`src/rtl/slw_params.svh`:
```
// constants of the start lockout and comm watchdog block
`ifndef SLW_PARAMS_SVH
`define SLW_PARAMS_SVH
`define SLW_ADDR_CTRL 8'h00
`define SLW_ADDR_WDOG 8'h04
`define SLW_ADDR_CMD 8'h08
`define SLW_ADDR_STAT 8'h0c
`define SLW_ADDR_IRQ_STAT 8'h10
`define SLW_ADDR_IRQ_CLR 8'h14
`define SLW_ADDR_IRQ_EN 8'h18
`define SLW_CTRL_INTV_LSB 0
`define SLW_CTRL_RAMP_LSB 16
`define SLW_WDOG_TIME_LSB 0
`define SLW_WDOG_ACT_LSB 4
`define SLW_INTV_MAX 10'h3e7
`define SLW_WDOG_MAX 3'h5
`define SLW_ACT_RST 2'h1
`define SLW_CMD_START 0
`define SLW_CMD_STOP 1
`define SLW_CMD_JOG 2
`define SLW_CMD_REV 3
`define SLW_CLK_HZ 100000000
`define SLW_TICK_S 1
`define SLW_TICK_CYC (`SLW_CLK_HZ * `SLW_TICK_S)
`define SLW_IRQ_TIMEOUT 0
`define SLW_IRQ_REJECT 1
`define SLW_IRQ_RECOVER 2
`endif

```
`src/rtl/slw_pkg.sv`:
```
// types of the start lockout and comm watchdog block
package slw_pkg;
	typedef enum logic [1:0] {
		SLW_ACT_NONE,
		SLW_ACT_FLAG,
		SLW_ACT_RAMP,
		SLW_ACT_EMERG
	} slw_action_t;
	typedef enum {
		SLW_ST_IDLE,
		SLW_ST_RUN,
		SLW_ST_LOCK
	} slw_state_t;
endpackage

```
`src/rtl/slw_top.sv`:
```
// start lockout timer and serial watchdog with a wishbone slave
//
// Behaviour
// - start interval is off (zero) or 1..999 seconds, off after reset
// - starts from serial or two-wire input refused while interval runs
// - interval timing begins at any stop, ramped or coasting
// - jog commands bypass the start interval lockout
// - direction reversal waits for the interval before restarting
// - watchdog time is off or 1..5 seconds; off disables supervision
// - watchdog action 1, 2 or 3, default 1; 1 only flags error
// - action 2 flags error, ramps down, or coasts when ramp time off
// - action 3 flags error and disables drive at once, motor coasts
// - comm timeout error clears itself when valid telegrams resume
//
// The Wishbone register port and the placing of the registers were left to the implementer.
`timescale 1ns/1ps
`include "slw_params.svh"
module slw_top #(
	parameter int TICK_CYCLES = `SLW_TICK_CYC
) (
	input wire logic clk_i,
	input wire logic rst_i,
	input wire logic wb_cyc_i,
	input wire logic wb_stb_i,
	input wire logic wb_we_i,
	input wire logic [7:0] wb_adr_i,
	input wire logic [3:0] wb_sel_i,
	input wire logic [31:0] wb_dat_i,
	output logic [31:0] wb_dat_o,
	output logic wb_ack_o,
	input wire logic din_start_i,
	input wire logic telegram_ok_i,
	output logic motor_run_o,
	output logic motor_dir_o,
	output logic jog_o,
	output logic ramp_stop_o,
	output logic coast_stop_o,
	output logic emerg_disable_o,
	output logic comm_timeout_error_o,
	output logic start_locked_o,
	output logic irq_o
);
	// the tick must drop between pulses for the counters to see single steps
	if (TICK_CYCLES < 2) begin : g_bad_tick
		$error("TICK_CYCLES must be at least 2");
	end

	logic [9:0] start_interval_time_q;
	logic [15:0] decel_ramp_time_q;
	logic [2:0] comm_watchdog_time_q;
	logic [1:0] watchdog_action_select_q;
	logic [31:0] tick_cnt_q;
	logic tick_q;
	logic [9:0] intv_cnt_q;
	logic [2:0] wd_cnt_q;
	logic [2:0] irq_stat_q;
	logic [2:0] irq_en_q;
	logic [2:0] irq_clr;
	logic [2:0] irq_set;
	logic din_s1_q, din_s2_q, din_s3_q;
	logic tel_s1_q, tel_s2_q, tel_s3_q;
	slw_pkg::slw_state_t state_q;

	wire wb_req = wb_cyc_i && wb_stb_i && !wb_ack_o;
	wire wb_wr = wb_req && wb_we_i;
	wire wr_cmd = wb_wr && wb_adr_i == `SLW_ADDR_CMD && wb_sel_i[0];
	wire cmd_start = wr_cmd && wb_dat_i[`SLW_CMD_START];
	wire cmd_stop = wr_cmd && wb_dat_i[`SLW_CMD_STOP];
	wire cmd_jog = wr_cmd && wb_dat_i[`SLW_CMD_JOG];
	wire cmd_rev = wr_cmd && wb_dat_i[`SLW_CMD_REV];
	wire din_rise = din_s2_q && !din_s3_q;
	wire din_fall = !din_s2_q && din_s3_q;
	wire tel_pulse = tel_s2_q && !tel_s3_q;
	wire locked = start_interval_time_q != 10'h000 && intv_cnt_q < start_interval_time_q;
	wire wd_on = comm_watchdog_time_q != 3'h0;
	wire wd_expire = wd_on && tick_q && wd_cnt_q + 3'h1 >= comm_watchdog_time_q
		&& !tel_pulse && !comm_timeout_error_o;
	wire want_start = cmd_start || din_rise;
	wire want_stop = cmd_stop || din_fall || cmd_rev;
	wire reject = want_start && locked && !want_stop;

	// two flops before any logic looks at pins
	always_ff @(posedge clk_i) begin
		din_s1_q <= din_start_i;
		din_s2_q <= din_s1_q;
		din_s3_q <= din_s2_q;
		tel_s1_q <= telegram_ok_i;
		tel_s2_q <= tel_s1_q;
		tel_s3_q <= tel_s2_q;
	end

	always_ff @(posedge clk_i) begin
		if (rst_i) begin
			tick_cnt_q <= 32'h0000_0000;
			tick_q <= 1'b0;
		end else if (tick_cnt_q == 32'(TICK_CYCLES - 1)) begin
			tick_cnt_q <= 32'h0000_0000;
			tick_q <= 1'b1;
		end else begin
			tick_cnt_q <= tick_cnt_q + 32'h0000_0001;
			tick_q <= 1'b0;
		end
	end

	// register writes
	always_ff @(posedge clk_i) begin
		if (rst_i) begin
			start_interval_time_q <= 10'h000;
			decel_ramp_time_q <= 16'h0000;
			comm_watchdog_time_q <= 3'h0;
			watchdog_action_select_q <= `SLW_ACT_RST;
			irq_en_q <= 3'h0;
		end else if (wb_wr) begin
			if (wb_adr_i == `SLW_ADDR_CTRL) begin
				if (wb_sel_i[0] && wb_sel_i[1]) begin
					// out-of-range settings saturate at the maximum
					if (wb_dat_i[9:0] > `SLW_INTV_MAX) begin
						start_interval_time_q <= `SLW_INTV_MAX;
					end else begin
						start_interval_time_q <= wb_dat_i[9:0];
					end
				end
				if (wb_sel_i[2] && wb_sel_i[3]) begin
					decel_ramp_time_q <= wb_dat_i[31:16];
				end
			end
			if (wb_adr_i == `SLW_ADDR_WDOG && wb_sel_i[0]) begin
				if (wb_dat_i[2:0] > `SLW_WDOG_MAX) begin
					comm_watchdog_time_q <= `SLW_WDOG_MAX;
				end else begin
					comm_watchdog_time_q <= wb_dat_i[2:0];
				end
				if (wb_dat_i[5:4] != 2'h0) begin
					watchdog_action_select_q <= wb_dat_i[5:4];
				end
			end
			if (wb_adr_i == `SLW_ADDR_IRQ_EN && wb_sel_i[0]) begin
				irq_en_q <= wb_dat_i[2:0];
			end
		end
	end

	// motor command sequencer
	always_ff @(posedge clk_i) begin
		if (rst_i) begin
			state_q <= slw_pkg::SLW_ST_IDLE;
			motor_run_o <= 1'b0;
			motor_dir_o <= 1'b0;
			jog_o <= 1'b0;
			ramp_stop_o <= 1'b0;
			coast_stop_o <= 1'b0;
			emerg_disable_o <= 1'b0;
			intv_cnt_q <= 10'h000;
		end else begin
			ramp_stop_o <= 1'b0;
			coast_stop_o <= 1'b0;
			jog_o <= cmd_jog && !emerg_disable_o;
			if (tick_q && intv_cnt_q != 10'h3ff) begin
				intv_cnt_q <= intv_cnt_q + 10'h001;
			end
			if (tel_pulse) begin
				emerg_disable_o <= 1'b0;
			end
			if (wd_expire) begin
				unique case (watchdog_action_select_q)
					slw_pkg::SLW_ACT_RAMP: begin
						if (motor_run_o) begin
							motor_run_o <= 1'b0;
							intv_cnt_q <= 10'h000;
							ramp_stop_o <= decel_ramp_time_q != 16'h0000;
							coast_stop_o <= decel_ramp_time_q == 16'h0000;
						end
					end
					slw_pkg::SLW_ACT_EMERG: begin
						motor_run_o <= 1'b0;
						intv_cnt_q <= 10'h000;
						coast_stop_o <= 1'b1;
						emerg_disable_o <= 1'b1;
					end
					default: begin
					end
				endcase
			end else if (want_stop && motor_run_o) begin
				motor_run_o <= 1'b0;
				intv_cnt_q <= 10'h000;
				ramp_stop_o <= decel_ramp_time_q != 16'h0000;
				coast_stop_o <= decel_ramp_time_q == 16'h0000;
				if (cmd_rev) begin
					motor_dir_o <= !motor_dir_o;
					state_q <= slw_pkg::SLW_ST_LOCK;
				end else begin
					state_q <= slw_pkg::SLW_ST_IDLE;
				end
			end else if (cmd_rev && !motor_run_o) begin
				motor_dir_o <= !motor_dir_o;
			end else begin
				unique case (state_q)
					slw_pkg::SLW_ST_IDLE: begin
						if (want_start && !locked && !emerg_disable_o) begin
							motor_run_o <= 1'b1;
							state_q <= slw_pkg::SLW_ST_RUN;
						end
					end
					slw_pkg::SLW_ST_LOCK: begin
						// reversal restarts by itself once interval elapses
						if (!locked && !emerg_disable_o) begin
							motor_run_o <= 1'b1;
							state_q <= slw_pkg::SLW_ST_RUN;
						end
					end
					slw_pkg::SLW_ST_RUN: begin
						if (!motor_run_o) begin
							state_q <= slw_pkg::SLW_ST_IDLE;
						end
					end
				endcase
			end
		end
	end

	// watchdog counter and error flag
	always_ff @(posedge clk_i) begin
		if (rst_i) begin
			wd_cnt_q <= 3'h0;
			comm_timeout_error_o <= 1'b0;
		end else if (!wd_on || tel_pulse) begin
			wd_cnt_q <= 3'h0;
			comm_timeout_error_o <= 1'b0;
		end else if (wd_expire) begin
			comm_timeout_error_o <= 1'b1;
		end else if (tick_q && !comm_timeout_error_o) begin
			wd_cnt_q <= wd_cnt_q + 3'h1;
		end
	end

	always_ff @(posedge clk_i) begin
		if (rst_i) begin
			start_locked_o <= 1'b0;
		end else begin
			start_locked_o <= locked;
		end
	end

	always_comb begin
		irq_clr = 3'h0;
		irq_set = 3'h0;
		if (wb_wr && wb_adr_i == `SLW_ADDR_IRQ_CLR && wb_sel_i[0]) begin
			irq_clr = wb_dat_i[2:0];
		end
		irq_set[`SLW_IRQ_TIMEOUT] = wd_expire;
		irq_set[`SLW_IRQ_REJECT] = reject;
		irq_set[`SLW_IRQ_RECOVER] = tel_pulse && comm_timeout_error_o;
	end

	// set wins over clear on the same cycle
	always_ff @(posedge clk_i) begin
		if (rst_i) begin
			irq_stat_q <= 3'h0;
		end else begin
			irq_stat_q <= (irq_stat_q & ~irq_clr) | irq_set;
		end
	end

	always_ff @(posedge clk_i) begin
		if (rst_i) begin
			irq_o <= 1'b0;
		end else begin
			irq_o <= |(irq_stat_q & irq_en_q);
		end
	end

	// one wait state, ack drops the cycle after
	always_ff @(posedge clk_i) begin
		if (rst_i) begin
			wb_ack_o <= 1'b0;
			wb_dat_o <= 32'h0000_0000;
		end else begin
			wb_ack_o <= wb_req;
			wb_dat_o <= 32'h0000_0000;
			if (wb_req && !wb_we_i) begin
				unique case (wb_adr_i)
					`SLW_ADDR_CTRL: wb_dat_o <= {decel_ramp_time_q, 6'h00, start_interval_time_q};
					`SLW_ADDR_WDOG: wb_dat_o <= {26'h0, watchdog_action_select_q, 1'b0,
						comm_watchdog_time_q};
					`SLW_ADDR_STAT: wb_dat_o <= {13'h0000, intv_cnt_q, 1'b0, wd_cnt_q,
						emerg_disable_o, comm_timeout_error_o, locked, motor_dir_o,
						motor_run_o};
					`SLW_ADDR_IRQ_STAT: wb_dat_o <= {29'h0, irq_stat_q};
					`SLW_ADDR_IRQ_EN: wb_dat_o <= {29'h0, irq_en_q};
					default: wb_dat_o <= 32'h0000_0000;
				endcase
			end
		end
	end

	a_lock_blocks_start: assert property (@(posedge clk_i) disable iff (rst_i)
		(state_q == slw_pkg::SLW_ST_IDLE && !motor_run_o && locked) |=> !motor_run_o)
		else $error("start taken during lockout");
	a_stop_clears_intv: assert property (@(posedge clk_i) disable iff (rst_i)
		$fell(motor_run_o) |-> intv_cnt_q == 10'h000)
		else $error("interval not restarted at stop");
	a_emerg_coasts: assert property (@(posedge clk_i) disable iff (rst_i)
		$rose(emerg_disable_o) |-> coast_stop_o && !motor_run_o)
		else $error("emergency did not coast motor");
	a_error_clears: assert property (@(posedge clk_i) disable iff (rst_i)
		(tel_pulse && comm_watchdog_time_q == $past(comm_watchdog_time_q))
		|=> !comm_timeout_error_o)
		else $error("error not cleared by telegram");
	a_wdog_off_quiet: assert property (@(posedge clk_i) disable iff (rst_i)
		!wd_on |=> !comm_timeout_error_o)
		else $error("error raised with watchdog off");
	a_wdog_bound: assert property (@(posedge clk_i) disable iff (rst_i)
		wd_cnt_q <= `SLW_WDOG_MAX)
		else $error("watchdog count out of range");
	a_act1_no_motor: assert property (@(posedge clk_i) disable iff (rst_i)
		(wd_expire && watchdog_action_select_q == slw_pkg::SLW_ACT_FLAG && !want_stop)
		|=> motor_run_o == $past(motor_run_o))
		else $error("action 1 touched the motor");
	a_ramp_choice: assert property (@(posedge clk_i) disable iff (rst_i)
		ramp_stop_o |-> $past(decel_ramp_time_q) != 16'h0000 && !coast_stop_o)
		else $error("ramp stop with ramp time off");
	a_tick_period: assert property (@(posedge clk_i) disable iff (rst_i)
		tick_q |=> !tick_q)
		else $error("tick wider than one cycle");
	a_intv_range: assert property (@(posedge clk_i) disable iff (rst_i)
		start_interval_time_q <= `SLW_INTV_MAX)
		else $error("start interval out of range");
	c_reject: cover property (@(posedge clk_i) reject);
	c_timeout: cover property (@(posedge clk_i) wd_expire);
	c_reverse: cover property (@(posedge clk_i) state_q == slw_pkg::SLW_ST_LOCK);
	c_jog: cover property (@(posedge clk_i) jog_o && locked);
endmodule

```
`config.mk`:
```
export PLATFORM = sky130hd
export DESIGN_NAME = slw_top
export DESIGN_NICKNAME = d
export VERILOG_FILES = /design/src/rtl/slw_pkg.sv /design/src/rtl/slw_top.sv
export VERILOG_INCLUDE_DIRS = /design/src /design/src/rtl
export SDC_FILE = /design/constraint.sdc
export NUM_CORES = 1
export LEC_CHECK = 0
export BUFFER_PORTS_ARGS = -buffer_cell sky130_fd_sc_hd__buf_4
export CAP_MARGIN = 20
export CORE_UTILIZATION = 60
export DETAILED_ROUTE_END_ITERATION = 8
export PLACE_DENSITY = 0.84
export REMOVE_ABC_BUFFERS = 1
export SETUP_SLACK_MARGIN = 0.15
export SYNTH_ARGS = -nofsm -noshare
export SYNTH_HDL_FRONTEND = slang
export SYNTH_SLANG_ARGS = --single-unit
```
`constraint.sdc`:
```
create_clock -name clk_i -period 3.8 [get_ports clk_i]
set_clock_uncertainty 0.2 [all_clocks]
set_input_delay 0.57 -clock clk_i [delete_from_list [all_inputs] [get_ports clk_i]]
set_output_delay 0.57 -clock clk_i [all_outputs]
set_load 0.01 [all_outputs]
```
Word level (Yosys, flattened, before mapping)
Index checks and enable logic that the tools add are counted.

$lt $le $gt $ge: 4. Equal/unequal tests: 21. Mux-type cells: 38. Bitwise logic cells: 6. Add/sub/neg operators: 3. Reductions and logical operators: 75.

Operators by type and width (count): $mux 32 (5); $pmux 32 s5 (1); $pmux 32 s3 (1); $mux 10 (5); $logic_and 1x1->1 (35); $add 32x1->32 const B (1); $eq 32x1->1 const B (1); $eq 32x2->1 const B (1); $eq 32x27->1 const B (1); $logic_not 32->1 (1); $eq 8x5->1 const B (3); $mux 1 (20); $pmux 10 s2 (1); $eq 8x4->1 const B (2); $logic_not 16->1 (1); $reduce_bool 16->1 (1); $logic_not 1->1 (13); $ne 3x3->1 const B (4); $reduce_and 3->1 (4); $add 10x1->10 const B (1); $gt 10x10->1 const B (1); $lt 10x10->1 (1); $ne 10x10->1 const B (1); $reduce_and 5->1 (2); 23 further kinds (40).

Word-level logic and storage cells: 175. Flip-flop bits (word level): 163. Input bits: 51.

Depth between registers and ports, before layout
Gate-level depths: netlist of run 1.

Depth in word-level cells: 14. Gate-level depth with buffers: 10.

Least setup slack after synthesis of run 1
OpenSTA, ideal clock, no wires.

Path kind: register to register. Start: reg wd_cnt_q[0]. End: reg motor_run_o. Required time: 3522 ps. Clock period less this slack: 2393 ps. Data arrival time: 2115 ps. Setup slack: 1407 ps. Cell stages (with the launch flop): 11. Setup time: 78 ps. Path through: dfxtp_1 > ha_1 > xor2_1 > ha_1 > a21oi_1 > o21ai_0 > nand3_1 > clkbuf_1 > o211ai_1 > o31a_1 > nor3_1.

Cells in the longest elaborated chain, start to end: 7. Elaborated cells between the ends (all ways): 12. Classes of those cells: add/sub (1); order compare (1); eq/ne (4); mux (1); reduce/logical (5).

Ends and longest elaborated chain: from (decl) (RTL line slw_top.sv:55) `logic [2:0] wd_cnt_q;`; from (signal assigned) (RTL line slw_top.sv:232) `wd_cnt_q <= wd_cnt_q + 3'h1;`; $add 3x1->3 * (RTL line slw_top.sv:76) `wire wd_expire = wd_on && tick_q && wd_cnt_q + 3'h1 >= comm_watchdog_time_q`; $ge 3x3->1 * (RTL line slw_top.sv:76); $logic_and 1x1->1 * (RTL line slw_top.sv:76); $logic_and 1x1->1 * (2 in series) (RTL line slw_top.sv:77) `&& !tel_pulse && !comm_timeout_error_o;`; $ne 4x4->1 (no line), or another cell as far along; $reduce_and 5->1 (no line); to (signal assigned) (RTL line slw_top.sv:147) `motor_run_o <= 1'b0;`; to (signal assigned) (RTL line slw_top.sv:168) `motor_run_o <= 1'b0;`; to (signal assigned) (RTL line slw_top.sv:175) `motor_run_o <= 1'b0;`; to (decl) (RTL line slw_top.sv:33) `output logic motor_run_o,`.

Every way passes the cells marked *; elsewhere a longest branch is shown, timed or not. A chain may end at the register's enable or synchronous reset.

Final worst setup path of run 1
Start: reg wd_cnt_q[0]. End: reg intv_cnt_q[9].

Cells in the longest elaborated chain, start to end: 6.

Ends and longest elaborated chain: $add 3x1->3 (RTL line slw_top.sv:76); $ge 3x3->1 (RTL line slw_top.sv:76); $logic_and 1x1->1 (RTL line slw_top.sv:76); $logic_and 1x1->1 (2 in series) (RTL line slw_top.sv:77); $mux 10 (RTL line slw_top.sv:164) `if (wd_expire) begin`; to (signal assigned) (RTL line slw_top.sv:159) `intv_cnt_q <= intv_cnt_q + 10'h001;`; to (decl) (RTL line slw_top.sv:54) `logic [9:0] intv_cnt_q;`.

Every way passes these cells.

==> results_dict.tcl, run 1 <==
set metrics [dict create \
    drt-initial-drc-count 279 \
    gr-usage-met1_pct 33.1 \
    powerDensity_nw_per_um2 439 \
    final_critical_path_setup_slack_ps 950 \
    crit_family "compound AO/OA/AOI/OAI gates" \
    peakVddDrop_uv 395 \
    rsz0062_at_grt "no" \
    status "completed" \
    grt_antenna_before_repair 0 \
    grt_pass1_vias 4726 \
    fin_crit_sh_pct 75.0 \
    vias_per_cell 5.72 \
    synth_ff_type "dfxtp_1" \
    initial_core_util_pct 62.0 \
    cap_viol_max_count 0 \
    hold_path_class "in2reg" \
    final_net_count 777 \
    ys_seq_area_share_pct 46.4 \
    drv_slew 0 \
    clockBufferDepth 2 \
    die_w_um 99.8 \
    synth_cells 628 \
    syn_avg_cell_area_sq_um 9.13 \
    clock_latency_ps 530 \
    dpl.hpwl_um 9620 \
    postRouteAntennaNets 0 \
    intPower_uw 2390 \
    grt_max_degree 52 \
    met3_usage_pct 6.82 \
    cp_max_fo 12 \
    place_congestion 0.917 \
    synth_seq_cells 133 \
    wl_per_cell_um 15.7 \
    grt_usage_pct 28.6 \
    cp.required_ps 3990 \
    io_pins 93 \
    crit_path_max_incr_delay_ps 550 \
    critPathSlowestCell "o311ai_4" \
    instances_no_fill 853 \
    route.detailed.drc 0 \
    period_needed_ps 2850 \
    met2_usage_pct 49.9 \
    cts_hold_buffers 2 \
    layout-drive-gt1-share_pct 18.1 \
    portBuffers 86 \
    post_cts_buffers 0 \
    h-tree-depth 4 \
    pwr-share-seq_pct 45.8 \
    cts_resized 0 \
    diodes 0 \
    wl_um 13400 \
    final_common_cell "dfxtp_1" \
    vias 4878 \
    crit_arrival_ps 3040 \
    grt_overflow 0 \
    cts_tree "done" \
    place_inst 819 \
    clkTransAtPathRegs_ps 60 \
    max_freq_ghz 0.351 \
    die_h_um 99.8 \
    power.share.switching_pct 22.3 \
    power_leakage_uw 0.00280 \
    tightestPinTransition_ps 857 \
    pre_cts_slack_ps 915 \
    stdcell_area_sq_um 7020 \
    switchingPower_uw 686 \
    pwr-share-clk_pct 50.6 \
    synth_area_sq_um 5730 \
    core_area_sq_um 9240 \
    ys_warn_count 0 \
    postPlaceCellArea_sq_um 6430 \
    dieArea_sq_um 9950 \
    relSlewSlack_pct 42.4 \
    crit_path_start_kind "register" \
    hold_violations 0 \
    worst-path-buf-inv 0 \
    grt_pass1_wl_um 22100 \
    cts_made_buffers 17 \
    critPathKind "reg2reg" \
    area_growth_pct 22.5 \
    setup_violations 0 \
    placementRows 35 \
    grt-busiest-layer "met2" \
    setup_tns_ps 0 \
    final_cell_mix "133 x dfxtp_1, 100 x nor2_1, 89 x buf_4, 40 x nand2_1, 29 x nand3_1" \
    dr.pass1.iters 5 \
    yosysUniqueCellTypes 63 \
    synth_edf_count 0 \
    pwr-share-comb_pct 3.6 \
    holdWs_ps 72.0 \
    clock_sinks 133 \
    path_cells "ha_1 -> xor2_1 -> ha_1 -> a21oi_1 -> o21ai_0 -> nand3_1 -> nor2_1 -> o311ai_4 -> nor2_1" \
    clockRootBuffer "clkbuf_8" \
    synthArstFlopShare_pct 0 \
    critPathCaptureType "register" \
]
-- worst min-delay path: stages --
cell     delay (ps)
buf_4            80
mux2i_1          50
nor2_1           70
-- routing by layer --
layer,up-vias,routed length [um]
met5,-,0
met3,32,759
met4,0,274
met1,2306,5560
met2,184,6830
li1,2356,-
-- final cells by class --
type                            count  area [sq um]
Clock buffer                       19           422
Sequential cell                   133          2660
Tap cell                          129           161
Multi-Input combinational cell    440          2830
Inverter                           28           105
Fill cell                         621          2220
Timing Repair Buffer               91           688
Clock inverter                     13           149
-- through the flow --
stage	total power, uW	util, %
floorplan	1470	-
global placement	1540	69.6
detailed placement	1550	69.6
CTS	3100	76.0
global route	3170	76.0
finish	3080	76.0
-- power groups by stage --
stage	clock (uW)	sequential, uW	combinational [uW]
2_1_floorplan	0	1440	34.6
3_3_place_gp	0	1440	104
3_5_place_dp	0	1440	107
4_1_cts	1580	1410	110
5_1_grt	1640	1410	119
6_report	1560	1410	111
-- cell families after synthesis --
| group | count (synthesis) | share of synthesized area (%) |
|---|---|---|
| adders and majority gates | 15 | 3.27 |
| AOI/OAI and AO/OA | 78 | 9.86 |
| muxes | 25 | 4.41 |
| and+or+nand+nor | 280 | 25.4 |
| buffers and inverters | 55 | 4.15 |
| DFF | 133 | 46.4 |
| xor gates and xnor gates | 42 | 6.42 |
-- synth_stat cells, types with 4 or more instances --
master	number	share of area, %
a211oi_1	6	0.79
a21oi_1	26	2.3
a221oi_1	4	0.61
a22oi_1	10	1.3
and2_1	26	2.8
and3_1	10	1.1
and4_1	5	0.76
buf_2	4	0.35
buf_4	5	0.65
clkbuf_1	15	0.98
dfxtp_1	133	46
ha_1	15	3.3
inv_1	28	1.8
mux2i_1	23	4.0
nand2_1	40	2.6
nand2b_1	4	0.44
nand3_1	29	2.5
nand4_1	11	1.2
nor2_1	100	6.5
nor2b_1	5	0.55
nor3_1	11	0.96
nor4_1	14	1.5
o21ai_0	10	0.87
xnor2_1	19	2.9
xor2_1	23	3.5
-- worst paths after layout --
| path | start | to | slack, ps | depth (start not counted) |
|---|---|---|---|---|
| max | wd_cnt_q[0]$_SDFFE_PP0P_ | intv_cnt_q[9]$_SDFF_PP0_ | 950 | 9 |
| min | wb_dat_i[27] | decel_ramp_time_q[11]$_SDFFE_PP0P_ | 70 | 3 |
| max reg2reg | wd_cnt_q[0]$_SDFFE_PP0P_ | intv_cnt_q[9]$_SDFF_PP0_ | 950 | 9 |
| min reg2reg | tel_s1_q$_DFF_P_ | tel_s2_q$_DFF_P_ | 130 | 0 |
-- sequential cells by signal (all words and copies together), names as in the netlist, 2 cells and up --
register                  flops
tick_cnt_q                   32
wb_dat_o                     32
decel_ramp_time_q            16
intv_cnt_q                   10
start_interval_time_q        10
comm_watchdog_time_q          3
irq_en_q                      3
irq_stat_q                    3
wd_cnt_q                      3
state_q                       2
watchdog_action_select_q      2
Power figures use the tool's default switching activity.
==> run 2: changes to the inputs <==
CORE_UTILIZATION = 56   (was 60)
PLACE_DENSITY = 0.79   (was 0.84)
clock period = 3 ns   (was 3.8 ns; I/O delays follow)
==> results_dict.tcl, run 2 (same netlist as run 1, synthesis figures left out) <==
set metrics [dict create \
    status "completed" \
    postPlaceCellArea_sq_um 6470 \
    cts_made_buffers 17 \
    initial_core_util_pct 58.1 \
    hold_violations 0 \
    final_net_count 802 \
    stdcell_area_sq_um 7260 \
    postRouteAntennaNets 0 \
    worst-path-buf-inv 1 \
    final_common_cell "dfxtp_1" \
    worstRegToRegCells 10 \
    pwr-share-comb_pct 4.3 \
    crit_arrival_ps 2900 \
    drv_slew 0 \
    crit_start "wd_cnt_q[0]$_SDFFE_PP0P_" \
    crit_path_max_incr_delay_ps 360 \
    final_cell_mix "133 x dfxtp_1, 100 x nor2_1, 94 x buf_4, 40 x nand2_1" \
    wl_per_cell_um 16.0 \
    worstHoldStart "wb_cyc_i" \
    pwr-share-seq_pct 46.2 \
    cp_max_fo 10 \
    clkTransAtPathRegs_ps 70 \
    rsz0062_at_grt "no" \
    peakVddDrop_uv 307 \
    placementRows 36 \
    reg2reg_to "intv_cnt_q[4]$_SDFF_PP0_" \
    die_h_um 103 \
    dr.pass1.iters 5 \
    tightestPinTransition_ps 645 \
    critPathCaptureType "register" \
    portBuffers 86 \
    cts_tree "done" \
    cp.required_ps 3200 \
    r2r_slack_ps 300 \
    grt_pass1_vias 4823 \
    switchingPower_uw 955 \
    hold_path_class "in2reg" \
    period_needed_ps 2700 \
    route.detailed.drc 0 \
    grt_pass1_wl_um 22700 \
    diodes 0 \
    setup_tns_ps 0 \
    intPower_uw 2910 \
    drt-initial-drc-count 397 \
    clockRootBuffer "clkbuf_8" \
    die_w_um 103 \
    wl_um 14100 \
    crit_family "compound AO/OA/AOI/OAI gates" \
    power_leakage_uw 0.00291 \
    clockBufferDepth 2 \
    critPathKind "reg2reg" \
    hold_end "wb_ack_o$_SDFF_PP0_" \
    dpl.hpwl_um 9980 \
    final_critical_path_setup_slack_ps 300 \
    min_path_cells 3 \
    relSlewSlack_pct 56.7 \
    crit_path_start_kind "register" \
    grt_max_degree 32 \
    pre_cts_slack_ps 297 \
    layout-drive-gt1-share_pct 18.8 \
    vias 5002 \
    powerDensity_nw_per_um2 533 \
    place_congestion 0.898 \
    power.share.switching_pct 24.7 \
    h-tree-depth 4 \
    cap_viol_max_count 0 \
    clock_sinks 133 \
    dieArea_sq_um 10600 \
    reg2reg_from "wd_cnt_q[0]$_SDFFE_PP0P_" \
    pwr-share-clk_pct 49.6 \
    critPathSlowestCell "dfxtp_1" \
    grt_usage_pct 28.0 \
    core_area_sq_um 9860 \
    io_pins 93 \
    grt_antenna_before_repair 0 \
    vias_per_cell 5.67 \
    max_freq_ghz 0.370 \
    clock_latency_ps 520 \
    path_cells "ha_1 -> xor2_1 -> ha_1 -> nand2_1 -> o21ai_0 -> and3_2 -> nor2_1 -> o311ai_4 -> buf_12 -> nor2_1" \
    top_regs "tick_cnt_q x32, wb_dat_o x32, decel_ramp_time_q x16" \
    setup_violations 0 \
    fin_crit_sh_pct 90.0 \
    grt_overflow 0 \
    area_growth_pct 26.6 \
]
[run 2: repair_timing]
action | 4_1_cts | 5_1_grt
gates resized for setup | 0 | 2
hold endpoints to repair | 21 | 0
setup endpoints to repair | 0 | 11
hold buffers | 21 | 0
setup buffers | 0 | 1
[run 2: stage by stage]
step | utilization [%] | total power, uW | cells | hold slack (ps)
floorplan | - | 1870 | 601 | 110
global placement | 65.6 | 1960 | 828 | 111
detailed placement | 65.6 | 1960 | 828 | 116
CTS | 73.3 | 3880 | 881 | 1.37
global route | 73.6 | 3980 | 882 | 20.1
finish | 73.6 | 3870 | 882 | 11.1
[run 2: metal layers]
metal  wire length (um)  track usage (%)
met4                321             12.5
met2               6790             47.6
met5                  0                0
met3                914             5.51
met1               6080             34.3
[run 2: cell type report]
type,count,area [sq um]
multi-input cells,440,2840
flip-flops and latches,133,2660
fillers,698,2610
repair buffers,116,936
clock buffers,17,414
well taps,133,166
clock inverters,15,135
inverters,28,105
[run 2: worst reg2reg max path, cell delays in order, from the launching register on]
cell	delay, ps
dfxtp_1	360
ha_1	240
xor2_1	150
ha_1	290
nand2_1	50
o21ai_0	340
and3_2	350
nor2_1	100
o311ai_4	300
buf_12	160
nor2_1	50
[run 2: power by group through the flow]
stage	logic, uW	clock network [uW]	registers (uW)
after floorplan	43.8	0	1820
after global placement	134	0	1820
after detailed placement	136	0	1820
after CTS	159	1930	1790
after global routing	178	2020	1790
final	165	1920	1790
[run 2: worst max path at each step]
stage / slack [ps] / cells past startpoint / endpoint
finish: 300 / 10 / intv_cnt_q[4]$_SDFF_PP0_
floorplan: 310 / 7 / tick_cnt_q[10]$_SDFF_PP0_
global route: 210 / 10 / intv_cnt_q[6]$_SDFF_PP0_
CTS: 220 / 9 / intv_cnt_q[4]$_SDFF_PP0_
global placement: 400 / 9 / intv_cnt_q[1]$_SDFF_PP0_
detailed placement: 300 / 9 / intv_cnt_q[1]$_SDFF_PP0_
